==> config.mk <==
export PLATFORM = sky130hd
export DESIGN_NAME = cpto_csi_phy_timing
export DESIGN_NICKNAME = d
export VERILOG_FILES = /design/src/verilog/cpto_apb_decode.v /design/src/verilog/cpto_timing_field.v /design/src/verilog/cpto_csi_phy_timing.v
export VERILOG_INCLUDE_DIRS = /design/src /design/src/verilog
export SDC_FILE = /design/constraint.sdc
export NUM_CORES = 1
export LEC_CHECK = 0
export BUFFER_PORTS_ARGS = -buffer_cell sky130_fd_sc_hd__buf_2
export CAP_MARGIN = 20
export CORE_UTILIZATION = 55
export CTS_BUF_LIST = sky130_fd_sc_hd__clkbuf_8
export CTS_CLUSTER_DIAMETER = 30
export DETAILED_ROUTE_END_ITERATION = 16
export PLACE_DENSITY_LB_ADDON = 0.15
export SYNTH_ARGS = -nofsm -noshare
export SYNTH_HDL_FRONTEND = slang
export SYNTH_HIERARCHICAL = 1
export SYNTH_SLANG_ARGS = --single-unit
==> constraint.sdc <==
create_clock -name clock -period 4.16 [get_ports clock]
set_input_delay 0.208 -clock clock [delete_from_list [all_inputs] [get_ports clock]]
set_output_delay 0.208 -clock clock [all_outputs]
set_load 0.005 [all_outputs]
==> src/verilog/cpto_map.vh <==
// register map, field positions, reset values and page for the timing override bank
`ifndef CPTO_MAP_VH
`define CPTO_MAP_VH
// indirect register page that holds this bank
`define CPTO_PAGE              8'h00
// register indices (byte address = 4 * index)
`define CPTO_IDX_CLK_TRAIL     8'h42
`define CPTO_IDX_CLK_POST      8'h43
`define CPTO_IDX_HS_PREPARE    8'h44
`define CPTO_IDX_HS_ZERO       8'h45
`define CPTO_IDX_HS_TRAIL      8'h46
`define CPTO_IDX_HS_EXIT       8'h47
`define CPTO_IDX_LP_DURATION   8'h48
// number of timing registers in the bank
`define CPTO_NUM_REGS          7
// page select register index
`define CPTO_IDX_PAGE_SEL      8'h00
// field positions
`define CPTO_OVR_BIT           7
`define CPTO_VAL_MSB           6
`define CPTO_VAL_LSB           0
// reset values
`define CPTO_RST_TIMING        8'h00
`define CPTO_RST_PAGE          8'h00
`endif

==> src/verilog/cpto_apb_decode.v <==
// apb address decode: page-qualified index to one-hot bank slot
`timescale 1ns/100ps
`include "cpto_map.vh"
module cpto_apb_decode #(
  parameter NUM_REGS = `CPTO_NUM_REGS
) (
  input  wire [11:0]         paddr,      // apb byte address
  input  wire [7:0]          page,       // current indirect page
  output wire [NUM_REGS-1:0] slot_hit,   // one-hot bank slot
  output wire                page_hit,   // page select register addressed
  output wire                mapped      // any known register
);
  wire [9:0] index;          // word index
  wire       aligned;        // low two address bits clear
  assign index   = paddr[11:2];
  assign aligned = (paddr[1:0] == 2'h0);
  // page select always visible, independent of page
  assign page_hit = aligned && (index == {2'h0, `CPTO_IDX_PAGE_SEL});
  genvar g;
  generate
    for (g = 0; g < NUM_REGS; g = g + 1)
    begin : g_slot
      // consecutive indices from the trail register, page 0 only
      // compared at 32 bits so the genvar sum is never cut or padded
      assign slot_hit[g] = aligned && (page == `CPTO_PAGE) &&
                           ({22'h00_0000, index} ==
                            ({24'h00_0000, `CPTO_IDX_CLK_TRAIL} + g));
    end
  endgenerate
  assign mapped = page_hit | (|slot_hit);
endmodule // cpto_apb_decode

==> src/verilog/cpto_timing_field.v <==
// one timing register: override bit, stored value, and value selection
`timescale 1ns/100ps
`include "cpto_map.vh"
module cpto_timing_field (
  input  wire       clock,        // system clock
  input  wire       rst_n,        // async reset, active low
  input  wire       wr_en,        // write strobe for this register
  input  wire [7:0] wr_data,      // write data byte
  input  wire [6:0] auto_value,   // automatically derived value
  output wire [7:0] read_value,   // register as software sees it
  output wire [6:0] use_value     // value the phy should use
);
  reg       override_en;          // override enable
  reg [6:0] stored_value;         // programmed value
  // override bit always writable; value writable only while override set
  always @(posedge clock or negedge rst_n)
  begin
    if (!rst_n)
    begin
      override_en  <= 1'b0;
      stored_value <= 7'h00;
    end
    else if (wr_en)
    begin
      override_en <= wr_data[`CPTO_OVR_BIT];
      // writes to the value land only when override already set
      if (override_en)
        stored_value <= wr_data[`CPTO_VAL_MSB:`CPTO_VAL_LSB];
    end
  end
  // clearing override falls straight back to the automatic value
  assign use_value  = override_en ? stored_value : auto_value;
  assign read_value = {override_en, use_value};
endmodule // cpto_timing_field

==> src/verilog/cpto_csi_phy_timing.v <==
// csi port 0 d-phy timing override register bank, apb slave
//
// What this block does
// - clock trail: automatic unless override bit set
// - clock post: automatic unless override bit set
// - hs prepare: automatic unless override bit set
// - hs zero: automatic unless override bit set
// - hs trail: automatic unless override bit set
// - hs exit: automatic unless override bit set
// - lpx duration: automatic unless override bit set
// - value read-only showing auto unless overridden
// - bank sits in page 0 from index 0x42
//
// The APB register port was chosen for this implementation.
`timescale 1ns/100ps
`include "cpto_map.vh"
module cpto_csi_phy_timing (
  input  wire        clock,                 // 200 mhz system clock
  input  wire        rst_n,                 // async reset, active low
  // apb slave
  input  wire        psel,                  // select
  input  wire        penable,               // access phase
  input  wire        pwrite,                // 1 = write
  input  wire [11:0] paddr,                 // byte address
  input  wire [31:0] pwdata,                // write data
  output reg  [31:0] prdata,                // read data
  output reg         pready,                // access done
  output reg         pslverr,               // unmapped address
  // automatic timing calculation inputs
  input  wire [6:0]  auto_clk_trail,        // derived clock trail
  input  wire [6:0]  auto_clk_post,         // derived clock post
  input  wire [6:0]  auto_hs_prepare,       // derived hs prepare
  input  wire [6:0]  auto_hs_zero,          // derived hs zero
  input  wire [6:0]  auto_hs_trail,         // derived hs trail
  input  wire [6:0]  auto_hs_exit,          // derived hs exit
  input  wire [6:0]  auto_lp_duration,      // derived lpx
  // timing in use, to the phy
  output reg  [6:0]  clk_trail_value,       // clock trail in use
  output reg  [6:0]  clk_post_value,        // clock post in use
  output reg  [6:0]  hs_prepare_value,      // hs prepare in use
  output reg  [6:0]  hs_zero_value,         // hs zero in use
  output reg  [6:0]  hs_trail_value,        // hs trail in use
  output reg  [6:0]  hs_exit_value,         // hs exit in use
  output reg  [6:0]  lp_duration_value      // lpx in use
);

////////////////////////////////////////////////////////////////////////////////
  localparam NUM = `CPTO_NUM_REGS;          // bank size

  reg  [7:0]       page;                    // indirect page select
  wire [NUM-1:0]   slot_hit;                // decoded bank slot
  wire             page_hit;                // page register addressed
  wire             mapped;                  // address known
  wire [7*NUM-1:0] auto_bus;                // packed automatic values
  wire [7*NUM-1:0] use_bus;                 // packed values in use
  wire [8*NUM-1:0] read_bus;                // packed read views
  wire             setup;                   // apb setup phase
  reg  [7:0]       next_rdata;              // selected read byte
  integer          k;                       // read mux index

  // pack auto inputs in register order
  assign auto_bus = {auto_lp_duration, auto_hs_exit, auto_hs_trail,
                     auto_hs_zero, auto_hs_prepare, auto_clk_post, auto_clk_trail};

  // answer one cycle after setup: access lasts exactly one cycle
  assign setup = psel && !penable;

////////////////////////////////////////////////////////////////////////////////
  // address decode
  cpto_apb_decode #(
    .NUM_REGS (NUM)
  ) cpto_apb_decode_i (
    .paddr    (paddr),
    .page     (page),
    .slot_hit (slot_hit),
    .page_hit (page_hit),
    .mapped   (mapped)
  );

////////////////////////////////////////////////////////////////////////////////
  // one field per timing register; write taken in access phase
  genvar g;
  generate
    for (g = 0; g < NUM; g = g + 1)
    begin : g_field
      cpto_timing_field cpto_timing_field_i (
        .clock      (clock),
        .rst_n      (rst_n),
        .wr_en      (psel && penable && pwrite && slot_hit[g]),
        .wr_data    (pwdata[7:0]),
        .auto_value (auto_bus[7*g +: 7]),
        .read_value (read_bus[8*g +: 8]),
        .use_value  (use_bus[7*g +: 7])
      );
    end
  endgenerate

////////////////////////////////////////////////////////////////////////////////
  // read mux
  always @*
  begin
    next_rdata = 8'h00;
    if (page_hit)
      next_rdata = page;
    for (k = 0; k < NUM; k = k + 1)
      if (slot_hit[k])
        next_rdata = read_bus[8*k +: 8];
  end

  // page register and apb response
  always @(posedge clock or negedge rst_n)
  begin
    if (!rst_n)
    begin
      page    <= `CPTO_RST_PAGE;
      prdata  <= 32'h0000_0000;
      pready  <= 1'b0;
      pslverr <= 1'b0;
    end
    else
    begin
      // pready high for the single access cycle after setup
      pready  <= setup;
      pslverr <= setup && !mapped;
      prdata  <= (setup && !pwrite) ? {24'h00_0000, next_rdata} : 32'h0000_0000;
      if (psel && penable && pwrite && page_hit)
        page <= pwdata[7:0];
    end
  end

////////////////////////////////////////////////////////////////////////////////
  // registered timing outputs to the phy
  always @(posedge clock or negedge rst_n)
  begin
    if (!rst_n)
    begin
      clk_trail_value   <= 7'h00;
      clk_post_value    <= 7'h00;
      hs_prepare_value  <= 7'h00;
      hs_zero_value     <= 7'h00;
      hs_trail_value    <= 7'h00;
      hs_exit_value     <= 7'h00;
      lp_duration_value <= 7'h00;
    end
    else
    begin
      clk_trail_value   <= use_bus[6:0];
      clk_post_value    <= use_bus[13:7];
      hs_prepare_value  <= use_bus[20:14];
      hs_zero_value     <= use_bus[27:21];
      hs_trail_value    <= use_bus[34:28];
      hs_exit_value     <= use_bus[41:35];
      lp_duration_value <= use_bus[48:42];
    end
  end
endmodule // cpto_csi_phy_timing

==> results of run 1 <==
-- metrics by stage --
step                worst slack [ns]  hold slack (ns)
floorplan                      1.203         -0.08759
global placement               1.069           0.2664
detailed placement            0.9621           0.2739
CTS                           0.9327         0.009225
global route                  0.8021         0.003022
finish                        0.9261          0.02980
-- layer usage --
| layer | part of all wire | GRT usage | wire length [um] |
|---|---|---|---|
| met5 | 0 | 0 | 0 |
| met4 | 0.018 | 0.08121 | 231 |
| met3 | 0.061 | 0.06505 | 806 |
| met2 | 0.49 | 0.3968 | 6414 |
| met1 | 0.43 | 0.3227 | 5664 |
-- worst paths after layout --
| kind | startpoint | end | cells past startpoint |
|---|---|---|---|
| max | page[4] | prdata[5] | 7 |
| min | auto_hs_trail[5] | hs_trail_value[5] | 2 |
| max reg2reg | page[4] | prdata[5] | 7 |
| min reg2reg | g_field[2].cpto_timing_field_i/stored_value[6] | g_field[2].cpto_timing_field_i/stored_value[6] | 1 |
| max in group asynchronous | rst_n | lp_duration_value[3] | 3 |
| min in group asynchronous | rst_n | hs_zero_value[5] | 2 |
-- critical path, delay by kind of cell (launching register included) --
| family | cells | cell delay (ns) |
|---|---|---|
| AO/OA/AOI/OAI | 2 | 0.46 |
| flip-flops | 1 | 0.41 |
| AND/OR/NAND/NOR | 5 | 2.30 |
-- layout by cell type (no fill, tap or decap), types with 2 or more instances in the layout --
| master | Yosys | routed |
|---|---|---|
| a221oi_1 | 14 | 14 |
| a22oi_1 | 8 | 8 |
| and2_1 | 7 | 7 |
| buf_2 | 0 | 131 |
| buf_4 | 81 | 7 |
| bufinv_16 | 0 | 3 |
| clkbuf_8 | 0 | 19 |
| clkinv_2 | 0 | 2 |
| clkinv_4 | 0 | 3 |
| clkinvlp_4 | 0 | 3 |
| conb_1 | 1 | 24 |
| dfrtp_1 | 123 | 123 |
| inv_1 | 3 | 3 |
| inv_6 | 0 | 2 |
| mux2_2 | 64 | 64 |
| mux2_4 | 49 | 49 |
| nand2_1 | 5 | 5 |
| nand2_4 | 7 | 7 |
| nor2_1 | 7 | 7 |
| nor2b_1 | 9 | 9 |
| nor3_1 | 5 | 5 |
| o21ai_0 | 10 | 10 |
| o21ai_2 | 7 | 7 |
| o31a_1 | 7 | 7 |
-- layout make-up --
class | instances | share of cell area
Sequential cell | 123 | 0.4563
Inverter | 3 | 0.001669
Tap cell | 136 | 0.02523
Clock buffer | 19 | 0.03877
Timing Repair Buffer | 139 | 0.1065
Clock inverter | 13 | 0.02467
Multi-Input combinational cell | 244 | 0.3469
-- report_power, final --
part	switching, mW	total (mW)	internal (mW)	leakage [nW]
clock network	0.492	1.12	0.629	0.209
registers	0.00686	1.23	1.22	1.60
logic	0.0916	0.158	0.0668	1.68
-- logic make-up after synthesis --
logic type	count (synthesis)
buf+inv	98
compound gates	50
other cells	1
mux	114
flops	123
simple gates	56
==> metrics.md, run 1 <==
| Metric | Value |
|---|---|
| Tmin final | 3.234 ns |
| Endpoint class of the critical path | flip-flop |
| Synthesized flop and latch total | 123 |
| Max-slew violation total from the final report | 0 |
| CTS tree | yes |
| Worst hold path class | in -> reg |
| Number of antenna repair diodes | 0 |
| Io pins | 181 |
| Cell chosen for the clock root | clkbuf_8 |
| Multiplexer share of the synthesized area | 0.2418 |
| Vias in the first global route | 3636 |
| Count of endpoints failing hold in the final timing report | 0 |
| Final cell count without fillers | 677 |
| Area inside the core boundary | 0.01051 mm2 |
| Warnings from Yosys | 6 |
| Remaining max-slew budget at the tightest pin | 0.3442 |
| Average wire per cell in the routed design | 19.37 um |
| Number of design rule violations left after detail routing | 0 |
| Number of cell rows | 37 |
| Global-route wire length before repair | 20360 um |
| Worst stage delay on the critical path | 0.84 ns |
| Port Buffer Count | 132 |
| Summed negative setup slack over all endpoints | 0 ns |
| Startpoint class of the critical path | flip-flop |
| Status | complete, no violations |
| Violation count after the first detailed-route iteration | 115 |
| Power after layout | 2.506 mW |
| Overall Global Routing Usage | 0.2458 |
| PostCTS Resize Cnt | 0 |
| CTS clock-pin slew for the worst setup and hold paths | 0.08 ns |
| Final critical-path share of the clock period | 0.7774 |
| Adder and majority cell fraction of the synthesized area | 0 |
| Simple logic cell fraction of the synthesized area | 0.06540 |
| Setup repair after global routing missed its margin | no |
| Xor and xnor area share after synthesis | 0 |
| Slowest cell on the critical path | nor4b_2 |
| Storage element area | 0.003078 mm2 |
| # Max-Cap Violations | 0 |
| Dpl cells | 644 |
| Most area-consuming cells after synthesis | dfrtp_1 (51%), mux2_4 (12%), mux2_2 (12%) |
| CP Cell Sequence | nor4b_1, nand3_1, or4_2, nor2_1, nor4b_2, a22oi_1, o21ai_2 |
| Antenna violations before repair | 0 |
| Area of all placed cells without fillers | 0.006745 mm2 |
| Total of endpoints with negative setup slack in the final report | 0 |
| Number of synthesized flops with an enable pin | 0 |
| Most common cell in the synthesized netlist | dfrtp_1 |
| Data arrival at the endpoint of the critical path | 3.59 ns |
| Total overflow reported by the global router | 0 |
| List of most frequent post-synthesis cells | dfrtp_1 (123), buf_4 (81), mux2_2 (64) |
| Fraction of synthesis flops using an asynchronous set or reset pin | 1.000 |
| Average footprint of a synthesized cell | 13.72 um2 |
| Area leader, netlist | dfrtp_1 |
| Top cell type's share of synthesized area | 0.5075 |
| Multi-input logic area | 0.002340 mm2 |
| Total detailed-routing wirelength | 13120 um |
| Maximum net fanout on the critical path | 8 |
| Largest net degree at the start of global routing | 51 |
| Sequential fraction of the synthesis area | 0.5075 |
| Area Growth Syn to Fin | 11.22% |
| Number of flip-flops under the largest register name | 49 |
| Register ranked first by flip-flop count | g_field.cpto_timing_field_i/stored_value |
| Height of the die | 107.0 um |
| Number of sinks driven by the clock tree | 123 |
| Total number of vias | 3624 |
| Maximum vdd ir drop | 158.5 uV |
| Leakage component of the power | 3.494 nW |
| Number of buffers added by the clock tree synthesis step | 17 |
| Post-synth top flop | dfrtp_1 |
| Post-DRT Antenna Nets | 0 |
| Combined area of all synthesized cells | 0.006065 mm2 |
| Post-CTS repair timing setup buffer count | 0 |
| Insertion delay to the later sink of the worst-skew pair | 0.43 ns |
| Routability Congestion | 0.7811 |
| Number of nets in the layout | 626 |
| H-tree Lvls | 4 |
| Compound-gate portion of the synthesized area | 0.06375 |
| Starting Density | 0.5771 |
| Number of hold-repair buffers added at the cts stage | 1 |
| Width of the chip | 107.0 um |
| Unique cell type count in the Yosys netlist | 41 |
| Fin Clk Skew | 0.01105 ns |
| Die Footprint | 0.01145 mm2 |
| Pin slew with the least headroom to its limit | 0.9812 ns |
| Number of iterations in the first detailed-routing pass | 4 |
| Top achievable clock speed | 0.3092 GHz |
| Registers with the highest flip-flop counts | g_field.cpto_timing_field_i/stored_value: 49 flops, page: 8 flops, prdata: 8 flops |
| Fill cell count | 807 |
| Share of final-layout standard cells stronger than drive strength 1 | 0.5656 |
| Total cell area at the placement stage | 0.006307 mm2 |
| Synthesized netlist cell count | 442 |
| Setup Crit Path Kind | reg -> reg |
| Routed via count divided by cell count | 5.353 |
| Flop2flop setup slack | 0.93 ns |
| Power density over the cells | 371.5 mW/mm2 |
| DP Wirelength | 9321 um |
| Final core utilization | 0.6419 |
| Main combinational cell family by area after synthesis | multiplexers |
| Data required time of the critical path | 4.52 ns |
| Worst-case clock buffer depth | 2 |
Note: power is estimated with default switching activity, not from simulation.
==> run 2, diff against run 1 <==
Settings changed: CORE_UTILIZATION 55 to 54.
Clock period 4.16 ns to 3.18 ns, I/O delays scaled along.
==> run 2 against run 1 <==
Against the previous run:
- sequential share of layout area shrank 2.6 points
- total power grew 26%
- clock skew shrank 0.00093 ns
- first-iteration DRC count grew 12%
- maximum frequency grew 5.9%
- via count grew 3.0%
- flip-flop and latch count is the same
- clock power grew 16%
- wire length grew 4.5%
- non-clock buffer count grew 45
==> metrics.md, run 2 (synthesis results as in run 1) <==
| Metric | Value |
|---|---|
| Status | complete, no violations |
| Setup Crit Path Kind | reg -> reg |
| Setup repair after global routing missed its margin | no |
| Worst hold path class | in -> reg |
| Maximum net fanout on the critical path | 7 (-1) |
| Pin slew with the least headroom to its limit | 0.8658 ns (-0.1154 ns) |
| Antenna violations before repair | 0 (unchanged) |
| Setup crit end | prdata[2] |
| Power density over the cells | 441.6 mW/mm2 (+19%) |
| End of the worst register-to-register path | prdata[2] |
| Reg-to-Reg Start | page[4] |
| Leakage component of the power | 3.693 nW (+5.7%) |
| Io pins | 181 (unchanged) |
| Max-slew violation total from the final report | 0 (unchanged) |
| Highest-count cells in the layout ignoring fill and taps | buf_2 (131), dfrtp_1 (123), mux2_2 (64), mux2_4 (49), dlygate4sd3_1 (45) |
| CTS clock-pin slew for the worst setup and hold paths | 0.07 ns (about the same) |
| Endpoint class of the critical path | flip-flop |
| Fill cell count | 864 (+7.1%) |
| Global-route wire length before repair | 21330 um (+4.8%) |
| Height of the die | 108.0 um (+0.91%) |
| Largest net degree at the start of global routing | 69 (+35%) |
| Power after layout | 3.161 mW (+26%) |
| Total detailed-routing wirelength | 13710 um (+4.5%) |
| Number of iterations in the first detailed-routing pass | 4 (unchanged) |
| Routed via count divided by cell count | 5.143 (-3.9%) |
| Number of design rule violations left after detail routing | 0 (unchanged) |
| Remaining max-slew budget at the tightest pin | 0.4228 (+0.07862) |
| Total of endpoints with negative setup slack in the final report | 0 (unchanged) |
| DP Wirelength | 9532 um (+2.3%) |
| Maximum vdd ir drop | 224.4 uV (+42%) |
| Width of the chip | 108.0 um (+0.91%) |
| Count of endpoints failing hold in the final timing report | 0 (unchanged) |
| Timing startpoint of the critical path | page[4] |
| Number of flip-flops under the largest register name | 49 (unchanged) |
| Number of nets in the layout | 671 (+7.2%) |
| Number of sinks driven by the clock tree | 123 (unchanged) |
| Worst-case clock buffer depth | 2 (unchanged) |
| Register ranked first by flip-flop count | g_field.cpto_timing_field_i/stored_value |
| Top achievable clock speed | 0.3276 GHz (+5.9%) |
| Number of cells on the worst reg-to-reg path | 8 (+1) |
| Number of buffers added by the clock tree synthesis step | 17 (unchanged) |
| Violation count after the first detailed-route iteration | 129 (+12%) |
| Post-DRT Antenna Nets | 0 (unchanged) |
| Routability Congestion | 0.8189 (+4.8%) |
| Insertion delay to the later sink of the worst-skew pair | 0.43 ns (about the same) |
| Total number of vias | 3734 (+3.0%) |
| Final critical-path share of the clock period | 0.9600 (+0.1827) |
| Overall Global Routing Usage | 0.2541 (+0.008298) |
| Share of final-layout standard cells stronger than drive strength 1 | 0.5188 (-0.04685) |
| Area Growth Syn to Fin | 18.01% |
| CTS tree | yes |
| Port Buffer Count | 132 (unchanged) |
| Post-CTS repair timing setup buffer count | 0 (unchanged) |
| Total cell area at the placement stage | 0.006332 mm2 (+0.40%) |
| Startpoint class of the critical path | flip-flop |
| Tmin final | 3.053 ns (-0.1809 ns) |
| Commonest non-fill, non-tap cell in the layout | buf_2 |
| Total overflow reported by the global router | 0 (unchanged) |
| Number of antenna repair diodes | 0 (unchanged) |
| Data arrival at the endpoint of the critical path | 3.35 ns (-0.24 ns) |
| # Max-Cap Violations | 0 (unchanged) |
| Flop2flop setup slack | 0.13 ns (-0.80 ns) |
| Cell chosen for the clock root | clkbuf_8 |
| Registers with the highest flip-flop counts | g_field.cpto_timing_field_i/stored_value: 49 flops, page: 8 flops, prdata: 8 flops |
| Vias in the first global route | 3885 (+6.8%) |
| H-tree Lvls | 4 (unchanged) |
| Fin Clk Skew | 0.01013 ns (-0.0009269 ns) |
| Average wire per cell in the routed design | 18.88 um (-2.5%) |
| Die Footprint | 0.01166 mm2 (+1.8%) |
| Starting Density | 0.5570 (-0.02009) |
| Number of cell rows | 38 (+2.7%) |
| Area of all placed cells without fillers | 0.007157 mm2 (+6.1%) |
| Summed negative setup slack over all endpoints | 0 ns (unchanged) |
| Data required time of the critical path | 3.48 ns (-1.04 ns) |
| Area inside the core boundary | 0.01089 mm2 (+3.6%) |
[run 2: cell types whose count changed in the layout (fill, tap and decap cells not counted), moves of 2 or more]
cell / delta
inv_1: +4
dlygate4sd3_1: +44
inv_6: -2
clkinvlp_4: -3
clkinv_2: +5
clkinv_4: -3
[run 2: repair_timing]
item                                    CTS  global route
hold endpoints to repair                110             1
resized for setup                         0             1
hold buffers                             44             1
endpoints found under the setup margin    0             6
[run 2: worst min-delay path by stage]
stage | from | end | slack (ns) | cells past startpoint
final | auto_clk_trail[2] | clk_trail_value[2] | 0.02 | 2
after global routing | auto_clk_trail[2] | clk_trail_value[2] | 0.004 | 2
after CTS | auto_clk_trail[2] | clk_trail_value[2] | 0.00009 | 2
after detailed placement | rst_n | hs_prepare_value[0] | 0.33 | 1
after global placement | rst_n | hs_prepare_value[0] | 0.31 | 1
after floorplan | rst_n | clk_post_value[0] | -0.14 | 0
[run 2: metrics by stage]
stage               setup slack [ns]  hold slack, ns  std cells  utilization
global route                0.002771        0.004197        726       0.6573
CTS                           0.1275      0.00009293        725       0.6562
detailed placement            0.1221          0.3346        649       0.5816
finish                        0.1271         0.01784        726       0.6573
floorplan                     0.2724         -0.1366        465            -
global placement              0.1934          0.3136        649       0.5816
[run 2: power breakdown]
part | leakage [nW] | internal (mW) | total [mW] | switching, mW
Clock | 0.214 | 0.716 | 1.30 | 0.587
Sequential | 1.60 | 1.60 | 1.61 | 0.00881
Combinational | 1.88 | 0.124 | 0.251 | 0.128
[run 2: cell type report]
| cell class | instances | area (um2) | area share |
|---|---|---|---|
| multi-input combinational | 244 | 2342 | 0.3273 |
| clock buffer | 19 | 261.5 | 0.03654 |
| inverter | 3 | 11.26 | 0.001573 |
| clock inverter | 13 | 110.1 | 0.01538 |
| tap | 140 | 175.2 | 0.02448 |
| sequential | 123 | 3078 | 0.4301 |
| timing repair buffer | 184 | 1179 | 0.1647 |
[run 2: per-layer routing]
metal  global-route usage  up-vias  wire length (um)
met1               0.3465     1860              6103
met2               0.4076      130              6754
met5                    0        -                 0
met4              0.07828        0               161
li1                     -     1727                 -
met3              0.05365       17               687
[run 2: critical path, cell delays in order (launching register included)]
cell	delay (ns)
dfrtp_1	0.39
nor4b_1	0.32
nand3_1	0.15
or4_2	0.73
nor3b_1	0.36
nor2b_2	0.16
a221oi_1	0.48
o31a_1	0.28
o21ai_2	0.07
